--- config.mk ---
export PLATFORM = sky130hd
export DESIGN_NAME = mic_irq_ctrl
export DESIGN_NICKNAME = d
export VERILOG_FILES = /design/src/inc/mic_pkg.sv /design/src/hw/mic_irq_ctrl.sv /design/src/hw/mic_pin_catch.sv
export SDC_FILE = /design/constraint.sdc
export NUM_CORES = 1
export LEC_CHECK = 0
export BUFFER_PORTS_ARGS = -buffer_cell sky130_fd_sc_hd__buf_2
export CORE_ASPECT_RATIO = 1.5
export CORE_MARGIN = 2
export CORE_UTILIZATION = 55
export CTS_CLUSTER_SIZE = 10
export DETAILED_ROUTE_END_ITERATION = 6
export PLACE_DENSITY = 0.78
export REMOVE_ABC_BUFFERS = 1
export SLEW_MARGIN = 20
export SYNTH_ARGS = -nofsm -noshare
export SYNTH_HDL_FRONTEND = slang
export SYNTH_HIERARCHICAL = 1
export SYNTH_SLANG_ARGS = --single-unit
--- constraint.sdc ---
create_clock -name core_clk -period 2.6 [get_ports core_clk]
set_clock_uncertainty 0.15 [all_clocks]
set_input_delay 0.26 -clock core_clk [delete_from_list [all_inputs] [get_ports core_clk]]
set_output_delay 0.26 -clock core_clk [all_outputs]
set_load 0.02 [all_outputs]
--- src/inc/mic_pkg.sv ---
// Constants shared by the interrupt controller files
// Function
// Interrupt 11 vectors at 5Bh, enabled by extended bit 3, flagged extended bit 7
// Capture timer overflow and captures 0-2 feed interrupt 11, bits 0-3
// Serial iface illegal data, its transmit, and comparator feed interrupt 11, bits 4-6
// Pin 3 fall, reference leakage, zero crossing at group-four bits 3-5
// Second enhanced serial events gated by its enables, group-four bit 6
// Global enable low blocks all; high defers to individual enables
// Core enable bit 6 gates first serial interrupt, transmit or receive done
// Core enable bit 5 gates timer 2 interrupt, overflow or external flag
// Core enable bit 3 gates timer 1 overflow interrupt
// Core enable bit 2 gates pin interrupt 1, falling edge or low level
// Core enable bit 1 gates timer 0 overflow interrupt
// Core enable bit 0 gates pin interrupt 0, falling edge or low level
// Power-down interrupt 12 at 63h, extended enable bit 4, control bit 3
// Group 11 flag sticks until software clears; software set raises it
// Group request is OR of each flag ANDed with its enable
// Pending requests served in polling order, interrupt 12 last
package mic_pkg;
	// ------------------------------------------------------------------
	// Register offsets on the special function port
	// ------------------------------------------------------------------
	localparam logic [7:0] MIC_ADDR_CORE_EN  = 8'hA8;
	localparam logic [7:0] MIC_ADDR_EXT_EN   = 8'hE8;
	localparam logic [7:0] MIC_ADDR_EXT_FLAG = 8'h91;
	localparam logic [7:0] MIC_ADDR_EXT_CTRL = 8'hD8;
	localparam logic [7:0] MIC_ADDR_G4_EN    = 8'h9A;
	localparam logic [7:0] MIC_ADDR_G4_FLAG  = 8'h9B;
	localparam logic [7:0] MIC_ADDR_G5_EN    = 8'h9C;
	localparam logic [7:0] MIC_ADDR_G5_FLAG  = 8'h9D;
	// ------------------------------------------------------------------
	// Field positions
	// ------------------------------------------------------------------
	localparam int MIC_GLOBAL_EN_BIT  = 7;
	localparam int MIC_SER1_EN_BIT    = 6;
	localparam int MIC_T2_EN_BIT      = 5;
	localparam int MIC_T1_EN_BIT      = 3;
	localparam int MIC_PIN1_EN_BIT    = 2;
	localparam int MIC_T0_EN_BIT      = 1;
	localparam int MIC_PIN0_EN_BIT    = 0;
	localparam int MIC_G10_EN_BIT     = 2;
	localparam int MIC_G11_EN_BIT     = 3;
	localparam int MIC_PD_EN_BIT      = 4;
	localparam int MIC_G10_FLAG_BIT   = 6;
	localparam int MIC_G11_FLAG_BIT   = 7;
	localparam int MIC_PD_FLAG_BIT    = 3;
	localparam int MIC_BAUD_DBL_BIT   = 7;
	localparam int MIC_G4_PIN3_BIT    = 3;
	localparam int MIC_G4_LEAK_BIT    = 4;
	localparam int MIC_G4_ZC_BIT      = 5;
	localparam int MIC_G4_EUART_BIT   = 6;
	// ------------------------------------------------------------------
	// Reset values and fixed read-back bits
	// ------------------------------------------------------------------
	localparam logic [7:0] MIC_RST_REG       = 8'h00;
	localparam logic [7:0] MIC_EXT_EN_ONES   = 8'hE0;
	localparam logic [7:0] MIC_EXT_FLAG_ONES = 8'h08;
	localparam logic [7:0] MIC_EXT_CTRL_ONES = 8'h40;
	// ------------------------------------------------------------------
	// Polling slots, lowest index served first
	// ------------------------------------------------------------------
	localparam int MIC_SLOTS = 9;
	localparam int MIC_SLOT_PD = 8;
	localparam logic [8*MIC_SLOTS-1:0] MIC_VECTORS = {
		8'h63, 8'h5B, 8'h53, 8'h3B, 8'h2B, 8'h1B, 8'h13, 8'h0B, 8'h03};
	localparam logic [4*MIC_SLOTS-1:0] MIC_NUMBERS = {
		4'hC, 4'hB, 4'hA, 4'h7, 4'h5, 4'h3, 4'h2, 4'h1, 4'h0};
	localparam logic [3:0] MIC_NUM_G11 = 4'hB;
	localparam logic [3:0] MIC_NUM_PD  = 4'hC;
	localparam logic [7:0] MIC_VEC_G11 = 8'h5B;
	localparam logic [7:0] MIC_VEC_PD  = 8'h63;

	typedef enum logic [0:0] {MIC_IDLE, MIC_OFFER} mic_state_t;
endpackage

--- src/hw/mic_irq_ctrl.sv ---
// Lower interrupt groups, enables and vector selection for the core
`timescale 1ns/1ps
`default_nettype none
module mic_irq_ctrl
	import mic_pkg::*;
(
	// Clock and reset
	input  wire logic       core_clk,
	input  wire logic       rst_n,
	// Special function register port
	input  wire logic       sfr_wr,
	input  wire logic       sfr_rd,
	input  wire logic [7:0] sfr_addr,
	input  wire logic [7:0] sfr_wdata,
	output logic      [7:0] sfr_rdata,
	// Classic sources
	input  wire logic       pin_irq0_input,
	input  wire logic       pin_irq1_input,
	input  wire logic       pin0_edge_mode,
	input  wire logic       pin1_edge_mode,
	input  wire logic       timer0_overflow_flag,
	input  wire logic       timer1_overflow_flag,
	input  wire logic       timer2_overflow_flag,
	input  wire logic       timer2_external_flag,
	input  wire logic       serial1_tx_done_flag,
	input  wire logic       serial1_rx_done_flag,
	// Group ten sources
	input  wire logic       pin_irq3_input,
	input  wire logic       ref_leak_event,
	input  wire logic       zero_cross_event,
	input  wire logic       zero_cross_detect_enable,
	input  wire logic [2:0] euart_event_status,
	input  wire logic       euart_rx_irq_enable,
	input  wire logic       euart_tx_irq_enable,
	// Group eleven sources
	input  wire logic [3:0] capture_timer_event,
	input  wire logic       serial_iface_illegal_event,
	input  wire logic       serial_iface_tx_event,
	input  wire logic       comparator_event,
	// Power-down source
	input  wire logic       powerdown_event,
	// Core request port
	input  wire logic       irq_ack,
	output logic            irq_request,
	output logic      [7:0] irq_vector,
	output logic      [3:0] irq_number
);
	// ------------------------------------------------------------------
	// Storage
	// ------------------------------------------------------------------
	logic [7:0] core_interrupt_enable;
	logic [4:0] ext_enable;
	logic       group10_flag;
	logic       group11_flag;
	logic       baud_double;
	logic       powerdown_flag;
	logic [7:0] group4_event_enable_reg;
	logic [7:0] group4_event_flag_reg;
	logic [7:0] group5_event_enable_reg;
	logic [7:0] group5_event_flag_reg;
	mic_state_t state;
	logic [3:0] held_slot;

	function automatic logic wr_hit(input logic       wr,
	                                input logic [7:0] addr,
	                                input logic [7:0] target);
		wr_hit = wr && (addr == target);
	endfunction

	function automatic logic [3:0] first_slot(input logic [8:0] pend);
		first_slot = 4'h0;
		for (int i = MIC_SLOTS - 1; i >= 0; i--) begin
			if (pend[i])
				first_slot = 4'(i);
		end
	endfunction

	// ------------------------------------------------------------------
	// Pin catchers
	// ------------------------------------------------------------------
	logic [2:0] pin_level;
	logic [2:0] pin_mode;
	logic [2:0] pin_clear;
	logic [2:0] pin_fall;
	logic [2:0] pin_req;

	assign pin_level = {pin_irq3_input, pin_irq1_input, pin_irq0_input};
	assign pin_mode  = {1'b1, pin1_edge_mode, pin0_edge_mode};
	// Pin 3 only feeds a sticky group flag, so its latch is never used
	assign pin_clear[0] = (state == MIC_OFFER) && irq_ack
		&& (held_slot == 4'h0);
	assign pin_clear[1] = (state == MIC_OFFER) && irq_ack
		&& (held_slot == 4'h2);
	assign pin_clear[2] = 1'b1;

	generate
		for (genvar p = 0; p < 3; p++) begin : g_pin
			mic_pin_catch u_catch (
				.core_clk   (core_clk),
				.rst_n      (rst_n),
				.pin_level  (pin_level[p]),
				.edge_mode  (pin_mode[p]),
				.clear_req  (pin_clear[p]),
				.fall_pulse (pin_fall[p]),
				.request    (pin_req[p])
			);
		end
	endgenerate

	// ------------------------------------------------------------------
	// Peripheral event sets
	// ------------------------------------------------------------------
	logic       euart_event;
	logic [7:0] g4_set;
	logic [7:0] g5_set;

	assign euart_event = (euart_event_status[0] & euart_rx_irq_enable)
		| (euart_event_status[1] & euart_tx_irq_enable)
		| (euart_event_status[2] & euart_rx_irq_enable);
	assign g4_set = {1'b0, euart_event,
		zero_cross_event & zero_cross_detect_enable,
		ref_leak_event, pin_fall[2], 3'b000};
	assign g5_set = {1'b0, comparator_event, serial_iface_tx_event,
		serial_iface_illegal_event, capture_timer_event};

	// ------------------------------------------------------------------
	// Register writes; hardware sets win over software clears
	// ------------------------------------------------------------------
	always_ff @(posedge core_clk or negedge rst_n) begin
		if (!rst_n)
			core_interrupt_enable <= MIC_RST_REG;
		else if (wr_hit(sfr_wr, sfr_addr, MIC_ADDR_CORE_EN))
			core_interrupt_enable <= sfr_wdata;
	end

	always_ff @(posedge core_clk or negedge rst_n) begin
		if (!rst_n) begin
			ext_enable  <= 5'h00;
			baud_double <= 1'b0;
		end else begin
			if (wr_hit(sfr_wr, sfr_addr, MIC_ADDR_EXT_EN))
				ext_enable <= sfr_wdata[4:0];
			if (wr_hit(sfr_wr, sfr_addr, MIC_ADDR_EXT_CTRL))
				baud_double <= sfr_wdata[MIC_BAUD_DBL_BIT];
		end
	end

	always_ff @(posedge core_clk or negedge rst_n) begin
		if (!rst_n) begin
			group4_event_enable_reg <= MIC_RST_REG;
			group5_event_enable_reg <= MIC_RST_REG;
		end else begin
			if (wr_hit(sfr_wr, sfr_addr, MIC_ADDR_G4_EN))
				group4_event_enable_reg <= sfr_wdata;
			if (wr_hit(sfr_wr, sfr_addr, MIC_ADDR_G5_EN))
				group5_event_enable_reg <= sfr_wdata;
		end
	end

	always_ff @(posedge core_clk or negedge rst_n) begin
		if (!rst_n) begin
			group4_event_flag_reg <= MIC_RST_REG;
			group5_event_flag_reg <= MIC_RST_REG;
		end else begin
			group4_event_flag_reg <= (wr_hit(sfr_wr, sfr_addr,
				MIC_ADDR_G4_FLAG) ? sfr_wdata : group4_event_flag_reg)
				| g4_set;
			group5_event_flag_reg <= (wr_hit(sfr_wr, sfr_addr,
				MIC_ADDR_G5_FLAG) ? sfr_wdata : group5_event_flag_reg)
				| g5_set;
		end
	end

	logic group10_req;
	logic group11_req;
	assign group10_req = |(group4_event_flag_reg
		& group4_event_enable_reg);
	assign group11_req = |(group5_event_flag_reg
		& group5_event_enable_reg);

	// Group flags stay up until software writes them low
	always_ff @(posedge core_clk or negedge rst_n) begin
		if (!rst_n) begin
			group10_flag   <= 1'b0;
			group11_flag   <= 1'b0;
			powerdown_flag <= 1'b0;
		end else begin
			group10_flag <= (wr_hit(sfr_wr, sfr_addr, MIC_ADDR_EXT_FLAG)
				? sfr_wdata[MIC_G10_FLAG_BIT] : group10_flag)
				| group10_req;
			group11_flag <= (wr_hit(sfr_wr, sfr_addr, MIC_ADDR_EXT_FLAG)
				? sfr_wdata[MIC_G11_FLAG_BIT] : group11_flag)
				| group11_req;
			powerdown_flag <= (wr_hit(sfr_wr, sfr_addr, MIC_ADDR_EXT_CTRL)
				? sfr_wdata[MIC_PD_FLAG_BIT] : powerdown_flag)
				| powerdown_event;
		end
	end

	// ------------------------------------------------------------------
	// Pending requests in polling order
	// ------------------------------------------------------------------
	logic       ga;
	logic [8:0] src;
	logic [8:0] en;
	logic [8:0] pend;

	assign ga  = core_interrupt_enable[MIC_GLOBAL_EN_BIT];
	assign src = {powerdown_flag, group11_flag, group10_flag,
		serial1_tx_done_flag | serial1_rx_done_flag,
		timer2_overflow_flag | timer2_external_flag,
		timer1_overflow_flag, pin_req[1], timer0_overflow_flag,
		pin_req[0]};
	assign en  = {ext_enable[MIC_PD_EN_BIT],
		ext_enable[MIC_G11_EN_BIT],
		ext_enable[MIC_G10_EN_BIT],
		core_interrupt_enable[MIC_SER1_EN_BIT],
		core_interrupt_enable[MIC_T2_EN_BIT],
		core_interrupt_enable[MIC_T1_EN_BIT],
		core_interrupt_enable[MIC_PIN1_EN_BIT],
		core_interrupt_enable[MIC_T0_EN_BIT],
		core_interrupt_enable[MIC_PIN0_EN_BIT]};
	assign pend = src & en & {MIC_SLOTS{ga}};

	// ------------------------------------------------------------------
	// Offer to the core; the vector is held until taken or withdrawn
	// ------------------------------------------------------------------
	logic [3:0] pick;
	assign pick = first_slot(pend);

	always_ff @(posedge core_clk or negedge rst_n) begin
		if (!rst_n) begin
			state       <= MIC_IDLE;
			held_slot   <= 4'h0;
			irq_request <= 1'b0;
			irq_vector  <= 8'h00;
			irq_number  <= 4'h0;
		end else begin
			case (state)
				MIC_IDLE: begin
					if (|pend) begin
						state       <= MIC_OFFER;
						held_slot   <= pick;
						irq_request <= 1'b1;
						irq_vector  <= MIC_VECTORS[pick*8 +: 8];
						irq_number  <= MIC_NUMBERS[pick*4 +: 4];
					end
				end
				MIC_OFFER: begin
					// Withdrawn if software drops the enable first
					if (irq_ack || !pend[held_slot]) begin
						state       <= MIC_IDLE;
						irq_request <= 1'b0;
					end
				end
				default: begin
					state       <= MIC_IDLE;
					irq_request <= 1'b0;
				end
			endcase
		end
	end

	// ------------------------------------------------------------------
	// Read-back
	// ------------------------------------------------------------------
	always_ff @(posedge core_clk or negedge rst_n) begin
		if (!rst_n)
			sfr_rdata <= 8'h00;
		else if (sfr_rd) begin
			case (sfr_addr)
				MIC_ADDR_CORE_EN:  sfr_rdata <= core_interrupt_enable;
				MIC_ADDR_EXT_EN:   sfr_rdata <= MIC_EXT_EN_ONES
					| {3'b000, ext_enable};
				MIC_ADDR_EXT_FLAG: sfr_rdata <= MIC_EXT_FLAG_ONES
					| {group11_flag, group10_flag, 6'h00};
				MIC_ADDR_EXT_CTRL: sfr_rdata <= MIC_EXT_CTRL_ONES
					| {baud_double, 3'b000, powerdown_flag, 3'b000};
				MIC_ADDR_G4_EN:    sfr_rdata <= group4_event_enable_reg;
				MIC_ADDR_G4_FLAG:  sfr_rdata <= group4_event_flag_reg;
				MIC_ADDR_G5_EN:    sfr_rdata <= group5_event_enable_reg;
				MIC_ADDR_G5_FLAG:  sfr_rdata <= group5_event_flag_reg;
				default:           sfr_rdata <= 8'h00;
			endcase
		end
	end
endmodule // mic_irq_ctrl
`default_nettype wire

--- src/hw/mic_pin_catch.sv ---
// Falling-edge or low-level catcher for one interrupt pin
`timescale 1ns/1ps
`default_nettype none
module mic_pin_catch
	import mic_pkg::*;
(
	// Clock and reset
	input  wire logic core_clk,
	input  wire logic rst_n,
	// Pin side
	input  wire logic pin_level,
	input  wire logic edge_mode,
	// Core side
	input  wire logic clear_req,
	output logic      fall_pulse,
	output logic      request
);
	logic prev_level;
	logic edge_latch;

	always_ff @(posedge core_clk or negedge rst_n) begin
		if (!rst_n)
			prev_level <= 1'b1;
		else
			prev_level <= pin_level;
	end

	assign fall_pulse = prev_level & ~pin_level;

	// A new edge in the acknowledge cycle survives the clear
	// Level mode keeps it empty: no stale edge after a mode change
	always_ff @(posedge core_clk or negedge rst_n) begin
		if (!rst_n)
			edge_latch <= 1'b0;
		else if (fall_pulse && edge_mode)
			edge_latch <= 1'b1;
		else if (clear_req || !edge_mode)
			edge_latch <= 1'b0;
	end

	assign request = edge_mode ? edge_latch : ~pin_level;
endmodule // mic_pin_catch
`default_nettype wire

==> results.md <==
- The flow ran to the end, and the final reports show no timing, DRC or antenna violations.
- The maximum root-to-sink buffer count is 2.
- The total overflow left after global routing is 0.
- Port buffering added 66 buffers.
- The critical path start-end classification is in -> reg.
- The area of the core is 7180 um^2.
- The post-placement setup slack is 539 ps.
- The first global-routing pass estimated 15300 um of wire.
- The Yosys step of the flow raised 6 warnings.
- For this run, design rule violations remaining after detail routing come to 0.
- The number of pins with negative max-slew slack in the final report is 0.
- In the detailed route, the total length drawn on met3 is 397 um.
- The peak supply drop is 0.351 mV.
- The power density of the placed cells is 520 nW/um^2.
- The global placement routability congestion is 0.935.
- The top metal layer carrying routed signals is met4.
- Across the run, the number of max-cap violations was 0.
- The final-report hold violation count came to 0.
- The number of antenna diodes in the final layout is 0.
- Dividing the detail-routed via count by the number of cells gives 5.87.
- The first detailed-routing pass took 4 iterations.
- The post-CTS setup repair buffer count is 0.
- Timing would allow up to 481 MHz.
- In the layout the commonest cells are 70 x dfrtp_1, 66 x buf_2, 29 x nand2_1.
- The worst setup path is captured at a register.
- The initial DRC count is 150.
- The area of all placed cells without fillers is 4820 um^2.
- After layout, the minimum clock period comes to 2080 ps.
- The setup TNS is 0 ps.
- The arrival time at the worst endpoint is 2140 ps.
- The combined flip-flop and latch cell area is 1830 um^2.
- At the pin with the least slew margin, the transition time is 518 ps.
- Measured along the y axis, the die boundary spans 109 um.
- The mapped netlist covers 4070 um^2.
- The met1 layer wirelength in the final routing is 3900 um.
- The per-cell routed wire length is 18.3 um.
- The maximum number of pins on one net before global-route repair is 59.
- Global routing used 25.8% of the available tracks.
- The via count of the first global-routing pass is 3033.
- In this run the cell area measured after placement is 4420 um^2.
- The number of antenna violations at the first check in global routing is 0.
- The layout cell share with drive strength beyond 1 is 37.7%.
- Detailed placement ended at an HPWL of 7110 um.
- The number of fillers in the final layout is 536.
- The floorplan has 38 rows.
- The worst setup path is launched from an input port.
- Setup slack on the critical path of the routed design comes to 520 ps.
- The cell sitting at the root of the clock tree is a clkbuf_8.
- The final wirelength is 9810 um.
- The CTS H-tree depth is 3.
- Summed over all cells, the static leakage comes to 2.24 nW.
- The floorplan step defined a die boundary enclosing 8110 um^2.
- At the end of the flow, the number of nets in the layout was 478.
- Headroom to the max-slew limit came out at 65.5%.
- The wire length on met2 is 5060 um.
- TritonCTS built the clock tree.
- The required time reported for the critical path endpoint is 2660 ps.
- The maximum net fanout on the critical path is 8.
- Summing all multi-input logic gate instances after layout gives 2030 um^2.
- Pin placement for this block handled 69 I/O pins.
- The final worst hold slack is 20.9 ps.
- The area added between synthesis and finish is 18.4%.
- After technology mapping, the gate count stands at 348.
- Setup repair after global routing left no endpoint under its margin.
- For this configuration, the core starts out at a cell density of 56.6%.
- Setup violations remaining at the end of the flow were counted as 0.
- The most common cell after layout, fill and taps aside is dfrtp_1.
- The clock transition at the registers of the reported paths is 90 ps.
- TritonCTS created 9 clock buffers.
- The remaining number of nets flagged by the antenna check after routing is 0.
- The classification of the worst-slack hold path is in -> reg.
- From left edge to right edge, the die measures 74.2 um.
- Dividing the synthesized area by the synthesized cell count gives 11.7 um^2.
- For the worst-skew pair, the clock arrives at the later sink with an insertion delay of 370 ps.
- After layout, the worst path uses 80.0% of the clock period.
- The number of vias after detailed routing is 3139.
- CTS saw 73 sinks.
-- per-layer routing --
layer  global-route usage, %  vias to the layer above
li1                        -                     1461
met1                    29.6                     1540
met2                    43.3                      113
met3                    4.03                       25
met4                    17.4                        0
met5                       0                        -
-- worst max-delay path: stages --
cell           delay, ps
dlygate4sd3_1        530
buf_2                150
o21ai_0              160
nand2_1              170
a41o_1               340
a31o_2               310
nand2_1               80
o311ai_0             140
-- path summary, 6_finish.rpt --
path | startpoint | endpoint | slack (ps) | cells after the start
max | pin_irq0_input | irq_vector[3] | 520 | 8
min in group asynchronous | rst_n | sfr_rdata[7] | 200 | 2
min reg2reg | irq_vector[1] | irq_vector[1] | 340 | 1
min | sfr_wdata[3] | core_interrupt_enable[3] | 20 | 2
max in group asynchronous | rst_n | g_pin[2].u_catch/prev_level | 1420 | 3
max reg2reg | core_interrupt_enable[7] | state | 600 | 5
-- power by group --
part / internal, mW / total, mW / switching, mW
clock: 0.440 / 0.891 / 0.451
combinational: 0.160 / 0.363 / 0.203
sequential: 1.20 / 1.25 / 0.0551
total: 1.80 / 2.51 / 0.709
-- timing repair --
action,in CTS,in global routing
hold buffers,20,0
endpoints found under the hold margin,31,0
resized for setup,0,0
-- per-stage QoR --
step | cells | utilization [%] | power [mW]
after CTS | 535 | 67.1 | 2.52
after floorplan | 330 | - | 1.44
after detailed placement | 499 | 61.6 | 1.61
after global placement | 499 | 61.6 | 1.61
after global routing | 535 | 67.1 | 2.60
final | 535 | 67.1 | 2.51
-- area by class of cell --
| type | count | share of cell area [%] |
|---|---|---|
| clock buffers | 9 | 2.57 |
| clock inverters | 7 | 1.48 |
| inverters | 18 | 1.40 |
| multi-input cells | 239 | 42.2 |
| flip-flops and latches | 73 | 38.0 |
| well taps | 100 | 2.60 |
| repair buffers | 89 | 11.7 |
No activity file was read; power rests on OpenSTA's default activity.
